$ cat src/tfirq_regs.svh
/*
 * register offsets, field positions, reset values and timing counts for the
 * timer flag / external interrupt / sleep control block.
 * assumes a single 20 MHz clock and a plain strobe register port.
 */
// Behaviour
// RQ1 - wide overflow sets flag bit 7
// RQ2 - pulse-width mode: set on leaving zero
// RQ3 - compare match sets flag bit 6
// RQ4 - capture event sets flag bit 3
// RQ5 - narrow overflow sets flag bit 1
// RQ6 - vectoring clears the served timer flag
// RQ7 - writing one clears a timer flag
// RQ8 - take only with global, enable, flag
// RQ9 - reserved bits read as zero
// RQ10 - pins detect events even when outputs
// RQ11 - low level requests while pin low
// RQ12 - entry at least four clocks, jump two
// RQ13 - finish multi-cycle instruction before entry
// RQ14 - return takes four clocks, sets global
// RQ15 - one main instruction after return
// RQ16 - halt sleeps only with arm bit 5
// RQ17 - depth bit 4: idle or power-down
// RQ18 - second pin sense bits 3 and 2
// RQ19 - first pin sense bits 1 and 0
// RQ20 - software disables before changing sense
// RQ21 - pin sampled by clock before detection
// RQ22 - source holds low level until done
// RQ23 - ext mask bits 7 and 6
// RQ24 - low level sets no flag, still requests
// RQ25 - timer mask bit per source
// RQ26 - hardware set beats write-one clear
`ifndef TFIRQ_REGS_SVH
`define TFIRQ_REGS_SVH
// ----------------------------------------
// offsets
// ----------------------------------------
`define TFIRQ_OFS_SLEEP_SENSE 8'h35
`define TFIRQ_OFS_TIMER_MASK 8'h39
`define TFIRQ_OFS_EXT_FLAGS 8'h3a
`define TFIRQ_OFS_EXT_MASK 8'h3b
`define TFIRQ_OFS_TIMER_FLAGS 8'h38
`define TFIRQ_OFS_STATUS 8'h3f
// ----------------------------------------
// fields
// ----------------------------------------
`define TFIRQ_BIT_WIDE_OVF 7
`define TFIRQ_BIT_COMPARE 6
`define TFIRQ_BIT_CAPTURE 3
`define TFIRQ_BIT_NARROW_OVF 1
`define TFIRQ_BIT_EXT_B 7
`define TFIRQ_BIT_EXT_A 6
`define TFIRQ_BIT_SLEEP_ARM 5
`define TFIRQ_BIT_SLEEP_DEPTH 4
`define TFIRQ_BIT_GLOBAL_EN 7
`define TFIRQ_TIMER_MASK_BITS 8'hca
`define TFIRQ_EXT_MASK_BITS 8'hc0
`define TFIRQ_SLEEP_SENSE_BITS 8'h3f
`define TFIRQ_RESET_VAL 8'h00
// ----------------------------------------
// timing in clocks
// ----------------------------------------
`define TFIRQ_ENTRY_CLKS 3'h4
`define TFIRQ_JUMP_CLKS 3'h2
`define TFIRQ_RETURN_CLKS 3'h4
`endif
$ cat src/tfirq_pkg.sv
/*
 * types shared by the timer flag / external interrupt block.
 * assumes nothing beyond the constants header.
 */
package tfirq_pkg;
	// sequencer of the processor-facing interrupt handshake
	typedef enum logic [2:0] {
		TFIRQ_RUN = 3'b000,
		TFIRQ_ENTRY = 3'b001,
		TFIRQ_JUMP = 3'b010,
		TFIRQ_RETURN = 3'b011,
		TFIRQ_AFTER = 3'b100
	} tfirq_state_type;
	// sense-select encodings
	typedef enum logic [1:0] {
		TFIRQ_LOW = 2'b00,
		TFIRQ_ANY = 2'b01,
		TFIRQ_FALL = 2'b10,
		TFIRQ_RISE = 2'b11
	} tfirq_sense_type;
endpackage

$ cat src/tfirq_ctrl.sv
/*
 * timer event flags, external pin interrupts, entry/return sequencing and
 * sleep control bits for a small 8-bit controller.
 * assumes the timers, core and pins share ref_clk; the core pulses
 * instruction boundaries, halt and return and takes vectors when told.
 */
// Decided for this implementation: the plain strobed port.
`include "tfirq_regs.svh"
module tfirq_ctrl (
	// clock and reset
	input wire logic ref_clk,
	input wire logic rst_n,
	// register port
	input wire logic [7:0] reg_addr,
	input wire logic [7:0] reg_wdata,
	input wire logic reg_wr,
	input wire logic reg_rd,
	output logic [7:0] reg_rdata,
	// timer events, one-cycle pulses, plus the pwm mode level and the count and compare values
	input wire logic wide_ovf_evt,
	input wire logic wide_pwm_mode,
	input wire logic wide_leave_zero_evt,
	input wire logic [15:0] wide_count,
	input wire logic [15:0] compare_value,
	input wire logic capture_evt,
	input wire logic narrow_ovf_evt,
	// external pins, read regardless of direction
	input wire logic ext_irq_pin_a,
	input wire logic ext_irq_pin_b,
	// core handshake
	input wire logic instr_done,
	input wire logic halt_instr,
	input wire logic handler_return_instruction,
	output logic irq_take,
	output logic [2:0] irq_vector,
	output logic vector_jump,
	output logic sp_dec2,
	output logic sp_inc2,
	output logic sleep_idle,
	output logic sleep_power_down
);
	// ----------------------------------------
	// storage
	// ----------------------------------------
	logic [7:0] flags_q, flags_d; // timer event flags
	logic [7:0] tmask_q; // timer mask register
	logic [7:0] emask_q; // external mask register
	logic [7:0] eflag_q, eflag_d; // external event flags
	logic [7:0] ctl_q; // sleep and sense control
	logic gie_q, gie_d; // global interrupt enable
	logic [1:0] pin_s1_q, pin_s2_q, pin_s3_q; // pin samplers
	logic [2:0] cnt_q, cnt_d; // sequencer counter
	logic [2:0] vec_q, vec_d; // vector being served
	tfirq_pkg::tfirq_state_type st_q, st_d; // sequencer state
	logic [7:0] rdata_d;

	// ----------------------------------------
	// decode helper
	// ----------------------------------------
	// sense decode, used for both pins
	function automatic logic sense_hit(input logic [1:0] sel,
		input logic cur, input logic prev);
		case (tfirq_pkg::tfirq_sense_type'(sel))
			tfirq_pkg::TFIRQ_ANY: sense_hit = cur ^ prev;
			tfirq_pkg::TFIRQ_FALL: sense_hit = prev & ~cur;
			tfirq_pkg::TFIRQ_RISE: sense_hit = cur & ~prev;
			default: sense_hit = 1'b0; // level mode sets no flag
		endcase
	endfunction

	// ----------------------------------------
	// pin sampling
	// ----------------------------------------
	// second stage and third stage feed detection; first is sync only
	always_ff @(posedge ref_clk or negedge rst_n)
	begin
		if (!rst_n)
		begin
			pin_s1_q <= 2'h3;
			pin_s2_q <= 2'h3;
			pin_s3_q <= 2'h3;
		end
		else
		begin
			pin_s1_q <= {ext_irq_pin_b, ext_irq_pin_a}; // RQ21 RQ10
			pin_s2_q <= pin_s1_q;
			pin_s3_q <= pin_s2_q;
		end
	end

	// edge hits per pin (index 1 = b, 0 = a)
	wire [1:0] edge_hit;
	wire [1:0] level_req;
	wire [1:0] ext_sel [2];
	assign ext_sel[0] = ctl_q[1:0]; // RQ19
	assign ext_sel[1] = ctl_q[3:2]; // RQ18
	genvar gi;
	generate
		for (gi = 0; gi < 2; gi++)
		begin : g_pin
			assign edge_hit[gi] = sense_hit(ext_sel[gi], pin_s2_q[gi],
				pin_s3_q[gi]);
			// no flag, request lasts while low
			assign level_req[gi] = (ext_sel[gi] == 2'h0) & ~pin_s2_q[gi]; // RQ11 RQ24
		end
	endgenerate

	// ----------------------------------------
	// request arbitration, lowest vector first
	// ----------------------------------------
	wire [1:0] ext_en = {emask_q[`TFIRQ_BIT_EXT_B], emask_q[`TFIRQ_BIT_EXT_A]};
	wire [1:0] ext_pend = ext_en & ({eflag_q[7], eflag_q[6]} | level_req); // RQ23
	wire [7:0] tpend = flags_q & tmask_q; // RQ25
	wire any_req = gie_q & ((|ext_pend) | (|tpend)); // RQ8
	wire [2:0] pick_vec = ext_pend[0] ? 3'h1 : ext_pend[1] ? 3'h2 :
		tpend[`TFIRQ_BIT_CAPTURE] ? 3'h3 : tpend[`TFIRQ_BIT_COMPARE] ? 3'h4 :
		tpend[`TFIRQ_BIT_WIDE_OVF] ? 3'h5 : 3'h6;
	// hand over only at an instruction boundary
	wire start_entry = (st_q == tfirq_pkg::TFIRQ_RUN) & any_req & instr_done; // RQ13
	wire vec_clear = (st_q == tfirq_pkg::TFIRQ_ENTRY) & (cnt_q == 3'h1);

	// ----------------------------------------
	// register write decode
	// ----------------------------------------
	wire wr_tflag = reg_wr & (reg_addr == `TFIRQ_OFS_TIMER_FLAGS);
	wire wr_eflag = reg_wr & (reg_addr == `TFIRQ_OFS_EXT_FLAGS);
	wire wr_ctl = reg_wr & (reg_addr == `TFIRQ_OFS_SLEEP_SENSE);
	wire wr_tmask = reg_wr & (reg_addr == `TFIRQ_OFS_TIMER_MASK);
	wire wr_emask = reg_wr & (reg_addr == `TFIRQ_OFS_EXT_MASK);
	wire wr_stat = reg_wr & (reg_addr == `TFIRQ_OFS_STATUS);

	// hardware set events in flag positions
	wire [7:0] tset;
	assign tset[`TFIRQ_BIT_WIDE_OVF] = wide_pwm_mode ? wide_leave_zero_evt // RQ2
		: wide_ovf_evt; // RQ1
	assign tset[`TFIRQ_BIT_COMPARE] = (wide_count == compare_value); // RQ3
	assign tset[`TFIRQ_BIT_CAPTURE] = capture_evt; // RQ4
	assign tset[`TFIRQ_BIT_NARROW_OVF] = narrow_ovf_evt; // RQ5
	assign {tset[5:4], tset[2], tset[0]} = 4'h0;
	wire [7:0] eset = {edge_hit[1], edge_hit[0], 6'h00};

	// vector number to flag position
	wire [7:0] tvec_clr = {vec_q == 3'h5, vec_q == 3'h4, 2'b00,
		vec_q == 3'h3, 1'b0, vec_q == 3'h6, 1'b0} & {8{vec_clear}};
	wire [7:0] evec_clr = {vec_q == 3'h2, vec_q == 3'h1, 6'h00} &
		{8{vec_clear}};
	wire [7:0] tclr = (wr_tflag ? reg_wdata : 8'h00) | tvec_clr; // RQ7 RQ6
	wire [7:0] eclr = (wr_eflag ? reg_wdata : 8'h00) | evec_clr;

	// set wins over clear, reserved forced low
	assign flags_d = ((flags_q & ~tclr) | tset) & `TFIRQ_TIMER_MASK_BITS; // RQ26 RQ9
	assign eflag_d = ((eflag_q & ~eclr) | eset) & `TFIRQ_EXT_MASK_BITS; // RQ26

	// ----------------------------------------
	// sequencer next state
	// ----------------------------------------
	always_comb
	begin
		st_d = st_q;
		cnt_d = cnt_q;
		vec_d = vec_q;
		gie_d = wr_stat ? reg_wdata[`TFIRQ_BIT_GLOBAL_EN] : gie_q;
		case (st_q)
			tfirq_pkg::TFIRQ_RUN:
			begin
				if (start_entry)
				begin
					// entry drops the global enable
					st_d = tfirq_pkg::TFIRQ_ENTRY;
					cnt_d = `TFIRQ_ENTRY_CLKS; // RQ12
					vec_d = pick_vec;
					gie_d = 1'b0;
				end
				else if (handler_return_instruction)
				begin
					st_d = tfirq_pkg::TFIRQ_RETURN;
					cnt_d = `TFIRQ_RETURN_CLKS; // RQ14
				end
			end
			tfirq_pkg::TFIRQ_ENTRY:
			begin
				cnt_d = cnt_q - 3'h1;
				if (cnt_q == 3'h1)
				begin
					st_d = tfirq_pkg::TFIRQ_JUMP;
					cnt_d = `TFIRQ_JUMP_CLKS; // RQ12
				end
			end
			tfirq_pkg::TFIRQ_JUMP:
			begin
				cnt_d = cnt_q - 3'h1;
				if (cnt_q == 3'h1)
					st_d = tfirq_pkg::TFIRQ_RUN;
			end
			tfirq_pkg::TFIRQ_RETURN:
			begin
				cnt_d = cnt_q - 3'h1;
				if (cnt_q == 3'h1)
				begin
					st_d = tfirq_pkg::TFIRQ_AFTER;
					gie_d = 1'b1; // RQ14
				end
			end
			tfirq_pkg::TFIRQ_AFTER:
			begin
				// one main-program instruction first
				if (instr_done)
					st_d = tfirq_pkg::TFIRQ_RUN; // RQ15
			end
			default:
				st_d = tfirq_pkg::TFIRQ_RUN;
		endcase
	end

	// ----------------------------------------
	// read mux
	// ----------------------------------------
	// unmapped addresses read zero
	always_comb
	begin
		if (reg_addr == `TFIRQ_OFS_TIMER_FLAGS)
			rdata_d = flags_q;
		else if (reg_addr == `TFIRQ_OFS_SLEEP_SENSE)
			rdata_d = ctl_q; // RQ9
		else if (reg_addr == `TFIRQ_OFS_TIMER_MASK)
			rdata_d = tmask_q;
		else if (reg_addr == `TFIRQ_OFS_EXT_MASK)
			rdata_d = emask_q;
		else if (reg_addr == `TFIRQ_OFS_EXT_FLAGS)
			rdata_d = eflag_q;
		else if (reg_addr == `TFIRQ_OFS_STATUS)
			rdata_d = {gie_q, 7'h00};
		else
			rdata_d = 8'h00;
	end

	// halt sleeps only when armed, depth selects the mode
	wire do_sleep = halt_instr & ctl_q[`TFIRQ_BIT_SLEEP_ARM]; // RQ16
	wire wake = any_req;

	// ----------------------------------------
	// state registers
	// ----------------------------------------
	always_ff @(posedge ref_clk or negedge rst_n)
	begin
		if (!rst_n)
		begin
			flags_q <= `TFIRQ_RESET_VAL;
			eflag_q <= `TFIRQ_RESET_VAL;
			tmask_q <= `TFIRQ_RESET_VAL;
			emask_q <= `TFIRQ_RESET_VAL;
			ctl_q <= `TFIRQ_RESET_VAL;
			gie_q <= 1'b0;
			st_q <= tfirq_pkg::TFIRQ_RUN;
			cnt_q <= 3'h0;
			vec_q <= 3'h0;
		end
		else
		begin
			flags_q <= flags_d;
			eflag_q <= eflag_d;
			if (wr_tmask)
				tmask_q <= reg_wdata & `TFIRQ_TIMER_MASK_BITS; // RQ25
			if (wr_emask)
				emask_q <= reg_wdata & `TFIRQ_EXT_MASK_BITS; // RQ23
			if (wr_ctl)
				ctl_q <= reg_wdata & `TFIRQ_SLEEP_SENSE_BITS; // RQ9
			gie_q <= gie_d;
			st_q <= st_d;
			cnt_q <= cnt_d;
			vec_q <= vec_d;
		end
	end

	// ----------------------------------------
	// registered outputs
	// ----------------------------------------
	always_ff @(posedge ref_clk or negedge rst_n)
	begin
		if (!rst_n)
		begin
			reg_rdata <= 8'h00;
			irq_take <= 1'b0;
			irq_vector <= 3'h0;
			vector_jump <= 1'b0;
			sp_dec2 <= 1'b0;
			sp_inc2 <= 1'b0;
			sleep_idle <= 1'b0;
			sleep_power_down <= 1'b0;
		end
		else
		begin
			reg_rdata <= reg_rd ? rdata_d : 8'h00;
			irq_take <= start_entry;
			irq_vector <= vec_d;
			vector_jump <= (st_d == tfirq_pkg::TFIRQ_JUMP);
			sp_dec2 <= start_entry; // RQ12
			sp_inc2 <= (st_q == tfirq_pkg::TFIRQ_RUN) & ~start_entry &
				handler_return_instruction; // RQ14
			// sleep held until any enabled request wakes the core
			if (wake)
			begin
				sleep_idle <= 1'b0;
				sleep_power_down <= 1'b0;
			end
			else if (do_sleep)
			begin
				sleep_idle <= ~ctl_q[`TFIRQ_BIT_SLEEP_DEPTH]; // RQ17
				sleep_power_down <= ctl_q[`TFIRQ_BIT_SLEEP_DEPTH]; // RQ17
			end
		end
	end

	// ----------------------------------------
	// checks
	// ----------------------------------------
	a_wide_ovf_set: assert property (@(posedge ref_clk) // RQ1
		disable iff (!rst_n)
		(wide_ovf_evt & ~wide_pwm_mode) |=> flags_q[7])
		else $error("wide overflow flag missed");
	a_pwm_leave_set: assert property (@(posedge ref_clk) // RQ2
		disable iff (!rst_n)
		(wide_pwm_mode & wide_leave_zero_evt) |=> flags_q[7])
		else $error("pwm overflow flag missed");
	a_compare_set: assert property (@(posedge ref_clk) // RQ3
		disable iff (!rst_n)
		(wide_count == compare_value) |=> flags_q[6])
		else $error("compare flag missed");
	a_capture_set: assert property (@(posedge ref_clk) // RQ4
		disable iff (!rst_n) capture_evt |=> flags_q[3])
		else $error("capture flag missed");
	a_narrow_ovf_set: assert property (@(posedge ref_clk) // RQ5
		disable iff (!rst_n) narrow_ovf_evt |=> flags_q[1])
		else $error("narrow overflow flag missed");
	// the served narrow overflow vector (6) loses its flag unless a new event lands with it
	a_vec_flag_clear: assert property (@(posedge ref_clk) // RQ6
		disable iff (!rst_n)
		(vec_clear && vec_q == 3'h6 && !narrow_ovf_evt) |=> !flags_q[1])
		else $error("served flag not cleared");
	a_w1c_clear: assert property (@(posedge ref_clk) // RQ7
		disable iff (!rst_n)
		(wr_tflag & reg_wdata[1] & ~narrow_ovf_evt) |=> ~flags_q[1])
		else $error("write one did not clear");
	a_reserved_zero: assert property (@(posedge ref_clk) // RQ9
		disable iff (!rst_n)
		(flags_q & ~`TFIRQ_TIMER_MASK_BITS) == 8'h00 && ctl_q[7:6] == 2'h0)
		else $error("reserved bit set");
	a_take_gated: assert property (@(posedge ref_clk) // RQ8
		disable iff (!rst_n) start_entry |-> gie_q)
		else $error("interrupt taken while disabled");
	a_level_take: assert property (@(posedge ref_clk) // RQ11
		disable iff (!rst_n) (gie_q && emask_q[6] && level_req[0]
		&& st_q == tfirq_pkg::TFIRQ_RUN && instr_done) |=> irq_take)
		else $error("level request not served");
	a_level_no_flag: assert property (@(posedge ref_clk) // RQ24
		disable iff (!rst_n)
		(ext_sel[0] == 2'h0) |=> !$rose(eflag_q[6]))
		else $error("level mode set a flag");
	a_entry_jump: assert property (@(posedge ref_clk) // RQ12
		disable iff (!rst_n) start_entry |=> ##3
		st_q == tfirq_pkg::TFIRQ_ENTRY ##1 vector_jump[*2])
		else $error("entry timing wrong");
	a_ret_stack: assert property (@(posedge ref_clk) // RQ14
		disable iff (!rst_n) (st_q == tfirq_pkg::TFIRQ_RUN && !start_entry
		&& handler_return_instruction) |=> sp_inc2)
		else $error("return did not raise the stack");
	// enable is back once the fourth return clock has passed
	a_return_gie: assert property (@(posedge ref_clk) // RQ14
		disable iff (!rst_n) $rose(sp_inc2) |-> ##4 gie_q)
		else $error("return did not restore enable");
	a_after_hold: assert property (@(posedge ref_clk) // RQ15
		disable iff (!rst_n)
		(st_q == tfirq_pkg::TFIRQ_AFTER) |=> !irq_take)
		else $error("interrupt served before one instruction");
	a_sleep_armed: assert property (@(posedge ref_clk) // RQ16
		disable iff (!rst_n)
		$rose(sleep_idle | sleep_power_down) |-> $past(ctl_q[5]))
		else $error("sleep without arm bit");
	a_sleep_depth: assert property (@(posedge ref_clk) // RQ17
		disable iff (!rst_n) (do_sleep && !wake)
		|=> sleep_power_down == $past(ctl_q[4]))
		else $error("sleep depth wrong");
	c_timer_take: cover property (@(posedge ref_clk) disable iff (!rst_n)
		start_entry & (pick_vec == 3'h6));
	c_level_take: cover property (@(posedge ref_clk) disable iff (!rst_n)
		start_entry & level_req[0]);
	c_return: cover property (@(posedge ref_clk) disable iff (!rst_n)
		st_q == tfirq_pkg::TFIRQ_AFTER && instr_done);
	c_power_down: cover property (@(posedge ref_clk) disable iff (!rst_n)
		$rose(sleep_power_down));
endmodule // tfirq_ctrl

$ cat config.mk
export PLATFORM = sky130hd
export DESIGN_NAME = tfirq_ctrl
export DESIGN_NICKNAME = d
export VERILOG_FILES = /design/src/tfirq_pkg.sv /design/src/tfirq_ctrl.sv
export VERILOG_INCLUDE_DIRS = /design/src
export SDC_FILE = /design/constraint.sdc
export NUM_CORES = 1
export LEC_CHECK = 0
export BUFFER_PORTS_ARGS = -buffer_cell sky130_fd_sc_hd__clkbuf_2
export CAP_MARGIN = 20
export CORE_MARGIN = 3
export CORE_UTILIZATION = 45
export DETAILED_ROUTE_END_ITERATION = 7
export GPL_TIMING_DRIVEN = 0
export PLACE_DENSITY = 0.72
export SLEW_MARGIN = 25
export SYNTH_ARGS = -nofsm -noshare
export SYNTH_HDL_FRONTEND = slang
export SYNTH_SLANG_ARGS = --single-unit
$ cat constraint.sdc
create_clock -name ref_clk -period 3.16 [get_ports ref_clk]
set_input_delay 0.632 -clock ref_clk [delete_from_list [all_inputs] [get_ports ref_clk]]
set_output_delay 0.632 -clock ref_clk [all_outputs]
set_load 0.05 [all_outputs]
==> results.cfg <==
[status]
outcome = complete, no violations

[sta]
tns_ns = 0
period_share = 0.623
finalSetupViolations = 0
rsz0062_at_grt = false
finalHoldViolCount = 0
worst_slew_margin_rel = 0.572
tightest_slew_ns = 0.637
fin_skew_ns = 0.00519
min_period_ns = 1.97
slew_violations = 0
max_freq_ghz = 0.508

[routing]
first_pass_iters = 5
wl_per_cell_um = 14.7
drt_iter0_drc = 117
vias_per_cell = 5.44
vias = 2187
drc = 0
ant_nets = 0
routed_wl_mm = 5.92

[clock_network]
clk_pin_slew_worst_paths_ns = 0.09
clk_latency_ns = 0.30
tritoncts = built
clock-sinks = 47
cts_resized = 0
post-cts-setup-buffers = 0
h-tree-depth = 2
cts_buffer_depth = 2
cts_hold_buf = 0
cts_made_buffers = 5
root_buffer = clkbuf_8

[global_routing]
grt_pass1_vias = 2169
grt_use_total = 0.191
grt_pass1_wl_mm = 9.74
antenna_found_initial = 0
grt_max_degree = 48
overflow = 0

[pwr]
power_density_nw_per_um2 = 545
pwr-share-seq = 0.458
power_switching_w = 0.000625
pwr-share-comb = 0.334
leakage_nw = 1.47
internal_power_w = 0.00108
p_clk_frac = 0.208
power_w = 0.00170
swShare = 0.368
vdd_drop_max_uv = 257

[yosys]
async_reset_ff_frac = 1.00
synth_nets = 314
synth_edf_count = 0
yosys_register_bits = 47
syn_area_per_cell_um2 = 10.4
seq_area_frac_synth = 0.463
synth_cells = 246
syn_area_um2 = 2550
ys.warnings.count = 0
ys_types = 54
synthFlopType = dfrtp_1

[cells_and_area]
drive_gt1_frac = 0.343
final_cell_mix = 77 x clkbuf_2, 41 x dfrtp_1, 17 x o21ai_0, 16 x inv_1, 16 x xor2_1
utilization = 0.588
antenna_cells = 0
fillers = 461
area_growth_pct = 22.1
finalInstanceArea_um2 = 3120
fin_nets = 399
final_common_cell = clkbuf_2

[setup_path]
regToRegStartpoint = ctl_q[2]
critPathLaunchType = flop
worst_setup_path_end_kind = flop
critPathRequiredTime_ns = 3.35
cp-startpoint = ctl_q[2]
worstSetupPathType = reg2reg
r2r_cells = 5
r2r_slack_ns = 1.19
cp.arrival_ns = 2.15
critPathMaxFanout = 10
r2r_end = irq_vector[0]

[run]
cap_viol_max_count = 0

[placed_design]
place_area_um2 = 3030
dp_hpwl_mm = 4.61
io_buffers = 78
gp_congestion = 0.900

[floorplanning]
dieArea_um2 = 6610
num_rows = 26
core_region_area_um2 = 5300
die_h_um = 81.3
io_pins = 79
start_util = 0.482
fp.dieW_um = 81.3

[worst_hold_path]
holdCritPathClass = in2async
metal layers:
metal,GRT usage,routed length (um),up-vias
met3,0.0399,476,9
met4,0.0405,78,0
met2,0.335,2810,91
met5,0,0,-
met1,0.242,2560,1020
li1,-,-,1067
critical path: stages, from the launching register on:
cell and delay (ns):
dfrtp_1 0.44, or4b_1 0.55, and3_1 0.22, a21oi_2 0.18, buf_6 0.17, mux2_4 0.30
stage by stage:
stage | setup slack, ns | hold slack, ns | cells
global placement | 0.907 | 0.346 | 394
floorplan | 1.20 | 0.336 | 246
CTS | 1.19 | 0.360 | 402
detailed placement | 0.927 | 0.347 | 394
finish | 1.19 | 0.359 | 402
global route | 1.07 | 0.368 | 402
synthesized netlist by cell type, types with 2 or more instances:
master     number  area share
mux2_2         10       0.044
nand2_1        13       0.019
nor2_1         13       0.019
nand4_1         2      0.0049
o21bai_1        2      0.0059
a21boi_0        2      0.0059
o21a_1          2      0.0059
xor2_1         16       0.055
nor3_1          8       0.016
clkbuf_1        6      0.0088
nor4_2          2      0.0098
ha_1            6       0.029
o21ai_0        17       0.033
nand3b_1        4       0.012
nand3_1         7       0.014
and3_1          5       0.012
o41ai_1         3       0.010
inv_1          16       0.024
a31oi_1         2      0.0049
nand4bb_1       3       0.013
mux2i_1         4       0.016
a21oi_1         8       0.016
nand2b_1        7       0.017
dfrtp_1        41        0.40
a41oi_1         2      0.0069
a22oi_1         4       0.012
and2_1          5       0.012
dfstp_2         6       0.062
nor4_1          5       0.012
area by class of cell:
cell class / count / area (um^2) / area share
multi-input cells: 174 / 1260 / 0.405
flip-flops and latches: 47 / 1180 / 0.379
repair buffers: 78 / 393 / 0.126
well taps: 70 / 87.6 / 0.0281
clock buffers: 6 / 72.6 / 0.0233
inverters: 16 / 60.1 / 0.0193
plain buffers: 9 / 46.3 / 0.0148
clock inverters: 2 / 12.5 / 0.00401
worst max-delay path by stage:
stage,slack [ns],cells past startpoint,endpoint
floorplan,1.20,6,eflag_q[6]
global placement,0.91,5,tmask_q[7]
detailed placement,0.93,5,tmask_q[6]
CTS,1.19,5,irq_vector[0]
global route,1.07,5,irq_vector[0]
finish,1.19,5,irq_vector[0]
state kept, by name, summed over array words and instances, names as in the netlist, 3 cells and up:
name        flops
irq_vector      3
st_q            3
ctl_q           6
reg_rdata       8
flags_q         4
cnt_q           3
tmask_q         4
power by group through the flow:
stage | registers, W | clock network, W | logic, W
final | 0.000779 | 0.000354 | 0.000567
after global placement | 0.000787 | 0 | 0.000557
after detailed placement | 0.000789 | 0 | 0.000567
after floorplan | 0.000852 | 0 | 0.000329
after global routing | 0.000797 | 0.000390 | 0.000639
after CTS | 0.000778 | 0.000363 | 0.000570
cell families after synthesis:
logic type	Yosys count	synth area share
flip-flops	47	0.463
XOR/XNOR	16	0.0549
multiplexers	16	0.0745
AND/OR/NAND/NOR	81	0.190
AO/OA/AOI/OAI	55	0.146
buffers and inverters	25	0.0416
adder cells (fa/ha/maj)	6	0.0294
Note: power is estimated with default switching activity, not from simulation.
